<file path="src/umc_pkg.sv">
// Shared constants and types for the serial port mode-control block.
// Assumes a 32-bit classic Wishbone master and a 16x baud tick from the core.
package umc_pkg;

  // Register byte offsets
  localparam int ADR_W = 8;
  localparam logic [7:0] OFF_MODE = 8'h00;
  localparam logic [7:0] OFF_STAT = 8'h04;
  localparam logic [7:0] OFF_CLR = 8'h08;
  localparam logic [7:0] OFF_IEN = 8'h0C;
  localparam logic [7:0] OFF_BAUD = 8'h10;

  // Mode register layout
  localparam logic [15:0] MODE_RESET = 16'h0000;
  localparam logic [15:0] MODE_WMASK = 16'hBBFF;
  localparam int B_PORT_ON = 15;
  localparam int B_RSV14 = 14;
  localparam int B_IDLE_HALT = 13;
  localparam int B_IR = 12;
  localparam int B_RTS_STYLE = 11;
  localparam int B_RSV10 = 10;
  localparam int B_PIN_HI = 9;
  localparam int B_PIN_LO = 8;
  localparam int B_WAKE = 7;
  localparam int B_LOOP = 6;
  localparam int B_AUTOBAUD_ON = 5;
  localparam int B_RXINV = 4;
  localparam int B_HSB = 3;
  localparam int B_FMT_HI = 3;

  // Pin-use select codes
  localparam logic [1:0] PIN_TXRX = 2'h0;
  localparam logic [1:0] PIN_RTS = 2'h1;
  localparam logic [1:0] PIN_FLOW = 2'h2;
  localparam logic [1:0] PIN_BCLK = 2'h3;

  // Pin vector indices and enables when the module owns a pin
  localparam int P_TX = 0;
  localparam int P_RX = 1;
  localparam int P_CTS = 2;
  localparam int P_RTS = 3;
  localparam logic [3:0] MOD_OE_N = 4'h6;
  localparam logic [3:0] PINS_RELEASED = 4'hF;

  // Interrupt events
  localparam int EV_W = 3;
  localparam int EV_WAKE = 0;
  localparam int EV_AUTOBAUD_ON = 1;
  localparam int EV_IRC = 2;

  // Infrared pulse timing in 16x ticks
  localparam logic [4:0] IR_TICKS = 5'h10;
  localparam logic [4:0] IR_LAST = 5'h0F;
  localparam logic [4:0] IR_PULSE = 5'h03;

  // Baud measurement
  localparam int AB_CNT_W = 16;
  localparam logic [2:0] AB_EDGES = 3'h4;
  localparam logic [AB_CNT_W-1:0] AB_CNT_MAX = 16'hFFFF;
  localparam logic [AB_CNT_W-1:0] AB_CNT_ONE = 16'h0001;

  typedef enum logic [2:0] {
    AB_IDLE = 3'b001,
    AB_WAIT = 3'b010,
    AB_COUNT = 3'b100
  } umc_ab_state_t;

endpackage

</file>
<file path="src/umc_ab_if.sv">
// Link between the mode-control top and its baud measurement unit.
// Assumes both ends run on the same system clock.
`timescale 1ns/1ps
interface umc_ab_if;
  import umc_pkg::*;
  logic rx;
  logic arm;
  logic done;
  logic [AB_CNT_W-1:0] count;
  modport ctl(output rx, output arm, input done, input count);
  modport meas(input rx, input arm, output done, output count);
endinterface

</file>
<file path="src/umc_top.sv">
// Mode control of an asynchronous serial port behind classic Wishbone.
// Assumes the serial core gives tx, rts, baud clock and a 16x tick.
// Functional notes
// - With port_on set the module takes its pins as pin_use_select says.
// - With port_on clear all pins go back to the port latches, core idle.
// - idle_halt stops the core during Idle, otherwise it keeps running.
// - infrared_codec_on turns on both the infrared encoder and decoder.
// - The infrared codec is only valid with high_speed_baud at zero.
// - Pin use 11 takes tx, rx and the baud clock; cts stays on latches.
// - Pin use 10 takes tx, rx, cts and rts; 01 takes tx, rx and rts.
// - Pin use 00 takes only tx and rx; cts and rts/bclk stay on latches.
// - Wake in Sleep flags an rx falling edge and self-clears on the rise.
// - loopback_select routes transmit back into receive.
// - autobaud_on measures the next sync character, then self-clears.
// - Mode bits 14 and 10 always read as zero.
//
// Design decisions made here: the Wishbone interface to the registers and the register offsets.
`timescale 1ns/1ps
module umc_top import umc_pkg::*; (
  // Clock and reset
  input wire logic CLK_SYS,
  input wire logic RST_N,
  // Wishbone slave
  input wire logic WB_CYC_I,
  input wire logic WB_STB_I,
  input wire logic WB_WE_I,
  input wire logic [ADR_W-1:0] WB_ADR_I,
  input wire logic [3:0] WB_SEL_I,
  input wire logic [31:0] WB_DAT_I,
  output logic [31:0] WB_DAT_O,
  output logic WB_ACK_O,
  // Interrupt
  output logic IRQ,
  // Device power state
  input wire logic IDLE_MODE,
  input wire logic SLEEP_MODE,
  // Serial core side
  input wire logic CORE_TX,
  input wire logic CORE_RTS,
  input wire logic CORE_BCLK,
  input wire logic CORE_TICK16,
  output logic CORE_RX,
  output logic CORE_CTS,
  output logic CORE_RUN,
  output logic CORE_RTS_SIMPLEX,
  output logic [B_FMT_HI:0] CORE_FORMAT,
  output logic [AB_CNT_W-1:0] CORE_BAUD_COUNT,
  output logic CORE_BAUD_LOAD,
  // Port latch side
  input wire logic [3:0] LAT_O,
  input wire logic [3:0] LAT_OE_N,
  output logic [3:0] MODULE_OWN,
  // Pins: tx, rx, cts, rts/bclk
  input wire logic [3:0] PIN_I,
  output logic [3:0] PIN_O,
  output logic [3:0] PIN_OE_N
);

  typedef struct packed {
    logic [15:0] mode;
    logic [EV_W-1:0] stat;
    logic [EV_W-1:0] ien;
    logic [AB_CNT_W-1:0] baud;
    logic baud_load;
    logic ack;
    logic [31:0] rdat;
    logic irq;
    logic rx_d;
    logic wake_seen;
    logic conflict_d;
    logic tx_d;
    logic [4:0] tx_phase;
    logic [4:0] rx_hold;
    logic core_rx;
    logic core_cts;
    logic core_run;
    logic [3:0] pin_o;
    logic [3:0] pin_oe_n;
  } umc_state_t;

  localparam umc_state_t ST_RESET = '{mode: MODE_RESET, rx_d: 1'b1,
    tx_d: 1'b1, core_rx: 1'b1, pin_oe_n: PINS_RELEASED, default: '0};

  function automatic logic [3:0] own_mask(input logic on,
                                          input logic [1:0] pin_sel);
    logic [3:0] m;
    m = '0;
    if (on) begin
      m[P_TX] = 1'b1;
      m[P_RX] = 1'b1;
      case (pin_sel)
        PIN_RTS: m[P_RTS] = 1'b1;
        PIN_FLOW: begin
          m[P_CTS] = 1'b1;
          m[P_RTS] = 1'b1;
        end
        PIN_BCLK: m[P_RTS] = 1'b1;
        default: m = m;
      endcase
    end
    return m;
  endfunction

  logic rst_s1;
  logic rst_n;
  umc_state_t r;
  umc_state_t n;
  logic req;
  logic wr;
  logic rx_pin;
  logic rx_fall;
  logic rx_rise;
  logic ir_act;
  logic conflict;
  logic run;
  logic tx_enc;
  logic rx_dec;
  logic [1:0] pin_sel;
  logic [3:0] own;
  logic [3:0] mod_o;
  logic [EV_W-1:0] ev;
  logic [EV_W-1:0] clr;

  umc_ab_if ab();

  // Reset release through two flops
  always_ff @(posedge CLK_SYS or negedge RST_N) begin
    if (!RST_N) begin
      rst_s1 <= 1'b0;
      rst_n <= 1'b0;
    end else begin
      rst_s1 <= 1'b1;
      rst_n <= rst_s1;
    end
  end

  assign req = WB_CYC_I & WB_STB_I & ~r.ack;
  assign wr = req & WB_WE_I;
  assign rx_pin = PIN_I[P_RX] ^ r.mode[B_RXINV];
  assign rx_fall = r.rx_d & ~rx_pin;
  assign rx_rise = ~r.rx_d & rx_pin;
  assign pin_sel = r.mode[B_PIN_HI:B_PIN_LO];
  // codec held off while high-speed baud is selected
  assign conflict = r.mode[B_IR] & r.mode[B_HSB];
  assign ir_act = r.mode[B_IR] & ~r.mode[B_HSB];
  assign run = r.mode[B_PORT_ON] & ~(r.mode[B_IDLE_HALT] & IDLE_MODE);
  assign own = own_mask(r.mode[B_PORT_ON], pin_sel);
  // short pulse for each zero bit
  assign tx_enc = ~r.tx_d & (r.tx_phase < IR_PULSE);
  assign rx_dec = ir_act ? (r.rx_hold == 5'h00) : rx_pin;

  always_comb begin
    mod_o = MOD_OE_N;
    // tx line idles while looped back
    mod_o[P_TX] = r.mode[B_LOOP] ? 1'b1 : (ir_act ? tx_enc : CORE_TX);
    // shared pin carries baud clock for code 11
    mod_o[P_RTS] = (pin_sel == PIN_BCLK) ? CORE_BCLK : CORE_RTS;
  end

  assign ab.rx = rx_pin;
  // measurement armed by the mode bit
  assign ab.arm = r.mode[B_AUTOBAUD_ON] & run;

  umc_autobaud u_ab (
    .clk(CLK_SYS),
    .rst_n(rst_n),
    .bus(ab)
  );

  always_comb begin
    n = r;
    ev = '0;
    clr = '0;
    n.ack = req;
    n.baud_load = 1'b0;
    n.rx_d = rx_pin;
    // wake edge detect and hardware clear
    if (!r.mode[B_WAKE]) begin
      n.wake_seen = 1'b0;
    end
    if (r.mode[B_WAKE] & SLEEP_MODE & rx_fall) begin
      ev[EV_WAKE] = 1'b1;
      n.wake_seen = 1'b1;
    end
    if (r.wake_seen & rx_rise) begin
      n.mode[B_WAKE] = 1'b0;
      n.wake_seen = 1'b0;
    end
    if (ab.done) begin
      n.mode[B_AUTOBAUD_ON] = 1'b0;
      n.baud = ab.count;
      n.baud_load = 1'b1;
      ev[EV_AUTOBAUD_ON] = 1'b1;
    end
    n.conflict_d = conflict;
    if (conflict & ~r.conflict_d) begin
      ev[EV_IRC] = 1'b1;
    end
    if (wr) begin
      case (WB_ADR_I)
        OFF_MODE: begin
          if (WB_SEL_I[0]) begin
            n.mode[7:0] = WB_DAT_I[7:0];
          end
          if (WB_SEL_I[1]) begin
            n.mode[15:8] = WB_DAT_I[15:8];
          end
        end
        OFF_IEN: begin
          if (WB_SEL_I[0]) begin
            n.ien = WB_DAT_I[EV_W-1:0];
          end
        end
        OFF_CLR: begin
          if (WB_SEL_I[0]) begin
            clr = WB_DAT_I[EV_W-1:0];
          end
        end
        default: n.ien = n.ien;
      endcase
    end
    n.mode = n.mode & MODE_WMASK;
    // New events win over a clear
    n.stat = (r.stat & ~clr) | ev;
    n.irq = |(n.stat & n.ien);
    n.rdat = '0;
    if (req & ~WB_WE_I) begin
      case (WB_ADR_I)
        OFF_MODE: n.rdat[15:0] = r.mode & MODE_WMASK;
        OFF_STAT: n.rdat[EV_W-1:0] = r.stat;
        OFF_IEN: n.rdat[EV_W-1:0] = r.ien;
        OFF_BAUD: n.rdat[AB_CNT_W-1:0] = r.baud;
        default: n.rdat = '0;
      endcase
    end
    // counters held at zero while the port is off
    if (!r.mode[B_PORT_ON]) begin
      n.tx_phase = '0;
      n.rx_hold = '0;
      n.tx_d = 1'b1;
    end else begin
      n.tx_d = CORE_TX;
      if (CORE_TX != r.tx_d) begin
        n.tx_phase = '0;
      end else if (CORE_TICK16) begin
        n.tx_phase = (r.tx_phase == IR_LAST) ? 5'h00 : r.tx_phase + 5'h01;
      end
      // decoder stretches each pulse to one bit
      if (ir_act & rx_pin) begin
        n.rx_hold = IR_TICKS;
      end else if (CORE_TICK16 && r.rx_hold != 5'h00) begin
        n.rx_hold = r.rx_hold - 5'h01;
      end
    end
    n.core_run = run;
    if (!r.mode[B_PORT_ON]) begin
      n.core_rx = 1'b1;
    end else if (r.mode[B_LOOP]) begin
      n.core_rx = CORE_TX;
    end else begin
      n.core_rx = rx_dec;
    end
    n.core_cts = own[P_CTS] ? (r.mode[B_LOOP] ? CORE_RTS : PIN_I[P_CTS])
                            : 1'b0;
    n.pin_o = (own & mod_o) | (~own & LAT_O);
    n.pin_oe_n = (own & MOD_OE_N) | (~own & LAT_OE_N);
  end

  always_ff @(posedge CLK_SYS or negedge rst_n) begin
    if (!rst_n) begin
      r <= ST_RESET;
    end else begin
      r <= n;
    end
  end

  assign WB_DAT_O = r.rdat;
  assign WB_ACK_O = r.ack;
  assign IRQ = r.irq;
  assign CORE_RX = r.core_rx;
  assign CORE_CTS = r.core_cts;
  assign CORE_RUN = r.core_run;
  // rts style straight from the mode register
  assign CORE_RTS_SIMPLEX = r.mode[B_RTS_STYLE];
  assign CORE_FORMAT = r.mode[B_FMT_HI:0];
  assign CORE_BAUD_COUNT = r.baud;
  assign CORE_BAUD_LOAD = r.baud_load;
  assign MODULE_OWN = own;
  assign PIN_O = r.pin_o;
  assign PIN_OE_N = r.pin_oe_n;
endmodule

</file>
<file path="src/umc_autobaud.sv">
// Baud measurement on a sync character received after arming.
// Assumes rx is synchronous and idles high; arm stays high until done.
`timescale 1ns/1ps
module umc_autobaud import umc_pkg::*; (
  // Clock and synchronised reset
  input wire logic clk,
  input wire logic rst_n,
  // Control link
  umc_ab_if.meas bus
);

  typedef struct packed {
    umc_ab_state_t st;
    logic rx_d;
    logic [2:0] edges;
    logic [AB_CNT_W-1:0] cnt;
    logic [AB_CNT_W-1:0] result;
    logic done;
  } umc_ab_reg_t;

  localparam umc_ab_reg_t AB_RESET = '{st: AB_IDLE, rx_d: 1'b1,
                                       default: '0};

  umc_ab_reg_t r_reg;
  umc_ab_reg_t r_next;
  logic fall;

  assign fall = r_reg.rx_d & ~bus.rx;
  assign bus.done = r_reg.done;
  assign bus.count = r_reg.result;

  always_comb begin
    r_next = r_reg;
    r_next.rx_d = bus.rx;
    r_next.done = 1'b0;
    case (r_reg.st)
      AB_IDLE: begin
        if (bus.arm) begin
          r_next.st = AB_WAIT;
        end
      end
      AB_WAIT: begin
        if (!bus.arm) begin
          r_next.st = AB_IDLE;
        end else if (fall) begin
          // Start bit opens the window
          r_next.st = AB_COUNT;
          r_next.cnt = AB_CNT_ONE;
          r_next.edges = '0;
        end
      end
      AB_COUNT: begin
        if (r_reg.cnt != AB_CNT_MAX) begin
          r_next.cnt = r_reg.cnt + AB_CNT_ONE;
        end
        if (!bus.arm) begin
          r_next.st = AB_IDLE;
        end else if (fall) begin
          r_next.edges = r_reg.edges + 3'h1;
          // Fourth data falling edge closes eight bit times
          if (r_reg.edges == AB_EDGES - 3'h1) begin
            r_next.result = r_reg.cnt;
            r_next.done = 1'b1;
            r_next.st = AB_IDLE;
          end
        end
      end
      default: r_next = AB_RESET;
    endcase
  end

  always_ff @(posedge clk or negedge rst_n) begin
    if (!rst_n) begin
      r_reg <= AB_RESET;
    end else begin
      r_reg <= r_next;
    end
  end

endmodule

</file>
<file path="config.mk">
export PLATFORM = sky130hd
export DESIGN_NAME = umc_top
export DESIGN_NICKNAME = d
export VERILOG_FILES = /design/src/umc_pkg.sv /design/src/umc_ab_if.sv /design/src/umc_top.sv /design/src/umc_autobaud.sv
export SDC_FILE = /design/constraint.sdc
export NUM_CORES = 1
export LEC_CHECK = 0
export ABC_AREA = 0
export BUFFER_PORTS_ARGS = -buffer_cell sky130_fd_sc_hd__buf_2
export CAP_MARGIN = 20
export CORE_ASPECT_RATIO = 0.6
export CORE_MARGIN = 1
export CORE_UTILIZATION = 49
export CTS_CLUSTER_SIZE = 12
export DETAILED_ROUTE_END_ITERATION = 10
export HOLD_SLACK_MARGIN = 0.06
export MAX_ROUTING_LAYER = met4
export PLACE_DENSITY = 0.79
export SETUP_SLACK_MARGIN = 0.15
export SKIP_CTS_REPAIR_TIMING = 1
export SYNTH_ARGS = -nofsm -noshare
export SYNTH_HDL_FRONTEND = slang
export SYNTH_SLANG_ARGS = --single-unit
</file>
<file path="constraint.sdc">
create_clock -name CLK_SYS -period 3.56 [get_ports CLK_SYS]
set_input_delay 0.356 -clock CLK_SYS [delete_from_list [all_inputs] [get_ports CLK_SYS]]
set_output_delay 0.356 -clock CLK_SYS [all_outputs]
set_load 0.02 [all_outputs]
</file>
Word-level counts from Yosys, hierarchy flattened. Index checks and enable logic that the tools add are counted.

Register bits: 138. Latch bits: 0. Memory bits (writable): 0. Memory bits (read-only): 0. Bits of input ports: 67. Output and inout port bits: 71. Word-level logic and storage cells: 170. Memories: 0.

Add/subtract/negate cells: 4. $mul: 0. Divide/modulo/power cells: 0. $lt $le $gt $ge: 1. Equal/unequal tests: 27. Shift-type cells: 0. Mux-type cells: 56. Bitwise operators: 39. Reductions and logical operators: 14.

Operators by type and width (count): 19-bit case mux with 3 select lines (1); 17-bit two-way mux (3); 3-bit two-way mux (14); 19-bit two-way mux (2); 17-bit case mux with 2 select lines (1); 16-bit two-way mux (2); 13-bit case mux with 2 select lines (1); 5-bit two-way mux (5); 8-bit two-way mux (3); 1-bit two-way mux (20); 1-bit bitwise AND (18); 16-bit by 1-bit adder with 16-bit output (second input constant) (1); 8-bit by 4-bit == test with 1-bit output (second input constant) (2); 16-bit != test (second input constant) (1); 2-bit by 1-bit != test with 1-bit output (second input constant) (7); 4-bit bitwise AND (3); 3-bit case mux with 4 select lines (1); 4-bit AND reduction (3); 11-bit two-way mux (1); 1-bit inverter (10); 3-bit != test (second input constant) (3); 3-bit case mux with 3 select lines (1); 3-bit OR reduction (3); 8-bit by 3-bit == test with 1-bit output (second input constant) (1); 29 further kinds (34).

Logic depth before layout (Yosys ltp). Gate-level depths: netlist of the first run.

Depth after elaboration: 9. Depth in mapped cells: 8.

Modules after synthesis. From an unflattened synthesis of the first run, not the netlist that was laid out.

Cell total of the unflattened synthesis: 547. Area total of the unflattened synthesis: 5995.8 sq um.

By module, submodules not included: umc_top (times used 1, cells each 349, area each 3932.5 sq um, seq. area each 2060.7 sq um); umc_autobaud (times used 1, cells each 198, area each 2063.2 sq um, seq. area each 1003.5 sq um).

Worst setup path before layout of the first run. Ideal clock, no wire load.

Path kind: in2reg. Start: in WB_ADR_I[5]. End: reg r (netlist bit IRQ). Data arrival time: 1.993 ns. Data required time: 3.434 ns. Setup slack: 1.441 ns. Stages on the path: 5. Buffers on the path: 0. Cell sequence: or4_4 -> nor4_2 -> mux2_2 -> o21a_1 -> a221o_1.

RTL lines: from (decl) (RTL line umc_top.sv:27) `input wire logic [ADR_W-1:0] WB_ADR_I,`; to (signal assigned) (RTL line umc_top.sv:273) `r <= n;`; to (decl) (RTL line umc_top.sv:106) `umc_state_t r;`.

Final worst setup path of the first run.
Start: reg u_ab.r_reg[37] in the netlist's numbering. End: reg u_ab.r_reg[22] in the netlist's numbering.

Cells in the longest elaborated chain, start to end: 3.

RTL lines: from (decl) (RTL line umc_autobaud.sv:24) `umc_ab_reg_t r_reg;`; from (signal assigned) (RTL line umc_autobaud.sv:76) `r_reg <= r_next;`; 3-bit == test, or another cell as far along (RTL line umc_autobaud.sv:36) `case (r_reg.st)`; 2-bit by 1-bit != test with 1-bit output (no line) / 1-bit inverter (equally long branches); 4-bit AND reduction (no line).

Parallel ways exist; a longest one is shown, timed or not. A chain may end at the register's enable or synchronous reset.

==> flow_summary.toml, run 1 <==
[cells_and_area]
syn_to_final_growth_pct = 16.22
fill_cells = 915
drive_above_1_share_pct = 31.85
n_antenna_cell = 0
largest_reg_flops = 27
final_util_pct = 59.16
num-nets-final = 666
multiInputGateArea_um2 = 2207
final-seq-area_um2 = 3068

[synth]
ys_async_sr_fraction_pct = 100.0
synth-edff-count = 0
synth-seq-cells = 122
synth_warnings = 0
yosysUniqueCellTypes = 59
synth_cells = 531
ys.flop_type = "dfrtp_1"
synth_area_per_cell_um2 = 10.94
syn_area_um2 = 5808
yosysSeqAreaShare_pct = 52.76

[power]
power_leakage_nw = 3.255
combPwrFrac_pct = 3.1
irDropWorstVdd_uv = 379.4
power.internal_mw = 2.701
p_switching_uw = 709.9
seqPwrFrac_pct = 41.6
power.density_nw_per_um2 = 505.3
p_sw_share_pct = 20.81
p_clk_share_pct = 55.3

[cts]
cts-htree-levels = 4
clk_latency_ps = 420
clock_sinks = 122
cts_buffers = 17
clockRootBuffer = "clkbuf_16"
clkSlewWorstSetupHoldPaths_ps = 60
cts_max_path_buffers = 2
cts_tree = "done"

[timing]
period_share_pct = 64.07
skew_ps = 6.461
hold_violations = 0
fin_crit_ps = 2281
worstMarginPinSlew_ps = 933.4
fin_tns_setup_ps = 0
max_slew_margin_pct = 37.77
maxSlewViolCount = 0
fmax_mhz = 438.5
setup_viol = 0
rsz0062_at_grt = "no"

[global_route]
grt_usage_pct = 23.65
grt_overflow = 0
grt_pass1_wl_mm = 21.29
grt_max_degree = 75
antenna_found_initial = 0
grt_pass1_vias = 4164

[job]
cap_violations = 0

[routing]
first_pass_iters = 5
drc = 0
ant_nets = 0
wl_per_cell_um = 17.22
drt_wl_total_mm = 13.19
vias = 4273
drt_iter0_drc = 382
via_per_inst = 5.578

[die]
die_area_um2 = 12310
dieWidth_um = 142.6
dieHeight_um = 86.33
coreArea_um2 = 11410
num_rows = 30
pin_count = 138
start_util_pct = 50.90

[setup_path]
critPathSlowestCell = "o31a_1"
slowest_delay_ps = 780
cpMostUsedCell = "a21oi_1"
path_class = "register to register"
path_cells = "nand2b_1 > a21oi_1 > o31a_1 > nor2_1 > a21oi_1"
end_kind = "register"
worst_ep_arrival_time_ps = 2610
startpoint_type = "register"
crit_family = "compound AO/OA/AOI/OAI gates"
required_ps = 3890
worstPathBufferInverterCount = 0
cp_max_fo = 26

[min_path]
hold_class = "input pin to register"

[placement]
io_buffers = 99
gp_congestion = 0.8503
post-dp-hpwl_mm = 9.346

[status]
status = "finished clean"
-- logic make-up (layout without fill, tap and decap cells) --
group                      count (synthesis)  count (layout)  share of synthesized area, %
other                                      2              17                        0.1293
AOI/OAI and AO/OA                        105             105                         12.45
DFF                                      122             122                         52.76
muxes                                     39              39                         7.389
xor gates and xnor gates                   6               6                        0.9049
buffers and inverters                     95             155                         10.21
and+or+nand+nor                          156             156                         14.86
adders and majority gates                  6               6                         1.293
-- placed cells by master, fill, tap and decap left out, types with 16 or more instances in the layout --
| master | count |
|---|---|
| nand2_1 | 29 |
| buf_2 | 99 |
| nor2_1 | 36 |
| o21ai_0 | 21 |
| clkbuf_16 | 17 |
| conb_1 | 17 |
| a21oi_1 | 19 |
| mux2_2 | 31 |
| inv_1 | 16 |
| dfrtp_1 | 112 |
| a22o_1 | 17 |
-- area by class of cell --
class,instances,share of cell area (%)
sequential,122,45.45
multi-input combinational,329,32.70
timing repair buffer,107,8.267
clock buffer,22,7.322
tap,160,2.966
clock inverter,10,2.410
inverter,16,0.8897
-- worst reg2reg max path, cell delays in order (launching register included) --
cell,delay [ps]
dfstp_2,590
nand2b_1,70
a21oi_1,250
o31a_1,780
nor2_1,310
a21oi_1,210
-- worst paths after layout --
kind	startpoint	end	slack, ps	depth (start not counted)
setup / recovery	u_ab.r_reg[37]	u_ab.r_reg[22]	1280	5
hold / removal	LAT_O[1]	PIN_O[1]	140	2
setup reg to reg	u_ab.r_reg[37]	u_ab.r_reg[22]	1280	5
hold reg to reg	rst_s1	rst_n	360	0
max in group asynchronous	rst_n	PIN_OE_N[0]	2150	1
min in group asynchronous	RST_N	rst_n	250	2
-- Yosys cell counts (4+ instances only) --
cell type	instances	area [um2]
a22oi_1	14	105.1
o211ai_1	5	37.54
or4_1	6	45.04
o21ai_0	21	105.1
nand3_1	13	65.06
nor2_1	36	135.1
nand2b_1	9	56.30
a22o_1	17	148.9
nor2b_1	6	37.54
nand2_1	29	108.9
o31ai_1	7	52.55
dfstp_2	9	236.5
and3_1	6	37.54
buf_4	62	465.5
nand3b_1	4	30.03
nor4_1	4	25.02
or3_1	6	37.54
clkbuf_1	14	52.55
inv_1	16	60.06
or2_2	6	37.54
nor3_1	8	40.04
nand4_1	6	37.54
dfrtp_1	113	2828
mux2i_1	8	80.08
ha_1	6	75.07
a21oi_1	19	95.09
mux2_2	31	349.1
-- layer usage --
metal	up-vias	GRT usage, %	part of all wire [%]
met5	-	-	0
li1	1952	-	-
met4	0	8.504	1.3
met2	175	33.29	44
met1	2127	32.36	47
met3	19	7.017	7.9
-- power groups by stage --
stage	registers, mW	logic, mW	clock network (mW)
2_1_floorplan	1.45	0.0690	0
3_3_place_gp	1.44	0.101	0
3_5_place_dp	1.45	0.104	0
4_1_cts	1.42	0.105	1.90
5_1_grt	1.42	0.116	1.97
6_report	1.42	0.106	1.88
-- metrics by stage --
step                worst slack (ps)  instances  total power, mW  hold slack (ps)  area (um2)
global placement                1151        733            1.546            141.6        6083
global route                    1101        766            3.506            125.4        6750
detailed placement              1043        733            1.550            145.1        6083
CTS                             1283        765            3.423           -291.4        6740
floorplan                       1441        546            1.517            60.41        5866
finish                          1279        766            3.411            137.2        6750
Power figures use the tool's default switching activity.
==> inputs of run 2 (changes only) <==
--- a/config.mk
+++ b/config.mk
@@ -10,12 +10,12 @@
 export CAP_MARGIN = 20
 export CORE_ASPECT_RATIO = 0.6
 export CORE_MARGIN = 1
-export CORE_UTILIZATION = 49
+export CORE_UTILIZATION = 54
 export CTS_CLUSTER_SIZE = 12
 export DETAILED_ROUTE_END_ITERATION = 10
 export HOLD_SLACK_MARGIN = 0.06
 export MAX_ROUTING_LAYER = met4
-export PLACE_DENSITY = 0.79
+export PLACE_DENSITY = 0.82
 export SETUP_SLACK_MARGIN = 0.15
 export SKIP_CTS_REPAIR_TIMING = 1
 export SYNTH_ARGS = -nofsm -noshare
==> constraint.sdc (replaced) <==
create_clock -name CLK_SYS -period 2.3 [get_ports CLK_SYS]
set_input_delay 0.23 -clock CLK_SYS [delete_from_list [all_inputs] [get_ports CLK_SYS]]
set_output_delay 0.23 -clock CLK_SYS [all_outputs]
set_load 0.02 [all_outputs]
==> run 2 against run 1 <==
Net effect: power up 42%; cell count grew 0.13%; worst hold slack lost 64 ps; via count increased by 4.8%.
==> flow_summary.toml, run 2 (synthesis gave the netlist of run 1 again) <==
[global_route]
grt_overflow = 0
grt_max_degree = 56
grt_pass1_wl_mm = 21.80
grt_usage_pct = 27.35
antenna_found_initial = 0
grt_pass1_vias = 4126

[power]
seqPwrFrac_pct = 45.3
irDropWorstVdd_uv = 641.8
p_sw_share_pct = 23.65
p_clk_share_pct = 50.5
p_switching_mw = 1.142
p_total_mw = 4.830
power.internal_mw = 3.688
combPwrFrac_pct = 4.2
power.density_nw_per_um2 = 703.8
power_leakage_nw = 3.327

[timing]
fin_crit_ps = 2026
fin_ws_ps = 274.4
maxSlewViolCount = 0
hold_violations = 0
setup_viol = 0
fin_tns_setup_ps = 0
fmax_mhz = 493.7
period_share_pct = 88.07
rsz0062_at_grt = "no"
skew_ps = 6.404
worstMarginPinSlew_ps = 878.9
max_slew_margin_pct = 41.41

[setup_path]
end_kind = "register"
path_class = "register to register"
slowest_delay_ps = 520
cp_max_fo = 7
required_ps = 2590
critPathSlowestCell = "or3_1"
worst_ep_arrival_time_ps = 2320
startpoint_type = "register"
path_cells = "nand2_1 > or3_1 > nor3_1 > buf_4 > or2_0 > o21ai_0"

[routing]
ant_nets = 0
drc = 0
drt_wl_total_mm = 14.25
vias = 4477
wl_met3_mm = 1.118
via_per_inst = 5.837
top_layer = "met4"
met2_length_mm = 6.367
wl_met1_mm = 6.658
first_pass_iters = 5
drt_iter0_drc = 305
wl_per_cell_um = 18.57

[cells_and_area]
largest_reg_flops = 27
finalInstanceArea_um2 = 6863
n_antenna_cell = 0
layout_common_cells = "dfrtp_1 (112), buf_2 (99), nor2_1 (36)"
drive_above_1_share_pct = 32.75
syn_to_final_growth_pct = 18.16
layout_commonest_cell = "dfrtp_1"
num-nets-final = 692

[die]
num_rows = 28
pin_count = 138
dieHeight_um = 82.34
dieWidth_um = 135.9
coreArea_um2 = 10160
start_util_pct = 57.17
die_area_um2 = 11190

[min_path]
hold_class = "input pin to register"

[cts]
clkSlewWorstSetupHoldPaths_ps = 60
clk_latency_ps = 410
cts_max_path_buffers = 2
clock_sinks = 122
cts_buffers = 17
clockRootBuffer = "clkbuf_16"
cts-htree-levels = 4
cts_tree = "done"

[placement]
io_buffers = 99
dp_slack_ps = 74.40
gp_congestion = 1.001
postPlaceCellArea_um2 = 6155
post-dp-hpwl_mm = 9.874

[status]
status = "finished clean"

[job]
cap_violations = 0
[run 2: layer usage]
metal  up-vias  global-route usage [%]
met3        11                   7.692
li1       2011                       -
met5         -                       -
met2       212                   39.34
met4         0                   7.778
met1      2243                   37.86
[run 2: critical path: cells and delay by family (launching register included)]
kind	cells	cell delay (ps)
DFF	1	450
and+or+nand+nor	4	1150
buffers and inverters	1	190
AOI/OAI and AO/OA	1	100
[run 2: final timing paths]
check,start,to,slack [ps],cells past startpoint
worst max-delay path,u_ab.r_reg[23],u_ab.r_reg[18],270,6
worst min-delay path,LAT_O[0],PIN_O[0],70,3
worst max register to register,u_ab.r_reg[23],u_ab.r_reg[18],270,6
worst min register to register,rst_n,CORE_BAUD_COUNT[12],300,0
max in group asynchronous,rst_n,PIN_OE_N[1],1270,1
min in group asynchronous,RST_N,rst_s1,140,2
[run 2: power by group through the flow]
stage          logic (mW)  registers [mW]  clock network (mW)
2_1_floorplan       0.107            2.24                   0
3_3_place_gp        0.175            2.23                   0
3_5_place_dp        0.180            2.23                   0
4_1_cts             0.181            2.19                2.47
5_1_grt             0.223            2.19                2.59
6_report            0.202            2.19                2.44
[run 2: area by class of cell]
type,instances,area (um2)
clock buffers,20,456.7
repair buffers,133,800.8
inverters,16,60.06
flip-flops and latches,122,3068
clock inverters,12,91.34
well taps,135,168.9
multi-input cells,329,2217
fillers,744,3297
[run 2: per-stage QoR]
step / instances / util [%] / hold WS, ps
after floorplan: 546 / - / -65.59
after global placement: 720 / 60.58 / 14.57
after detailed placement: 720 / 60.58 / 16.09
after CTS: 752 / 65.97 / -424.9
after global routing: 767 / 67.55 / 61.53
final: 767 / 67.55 / 73.38
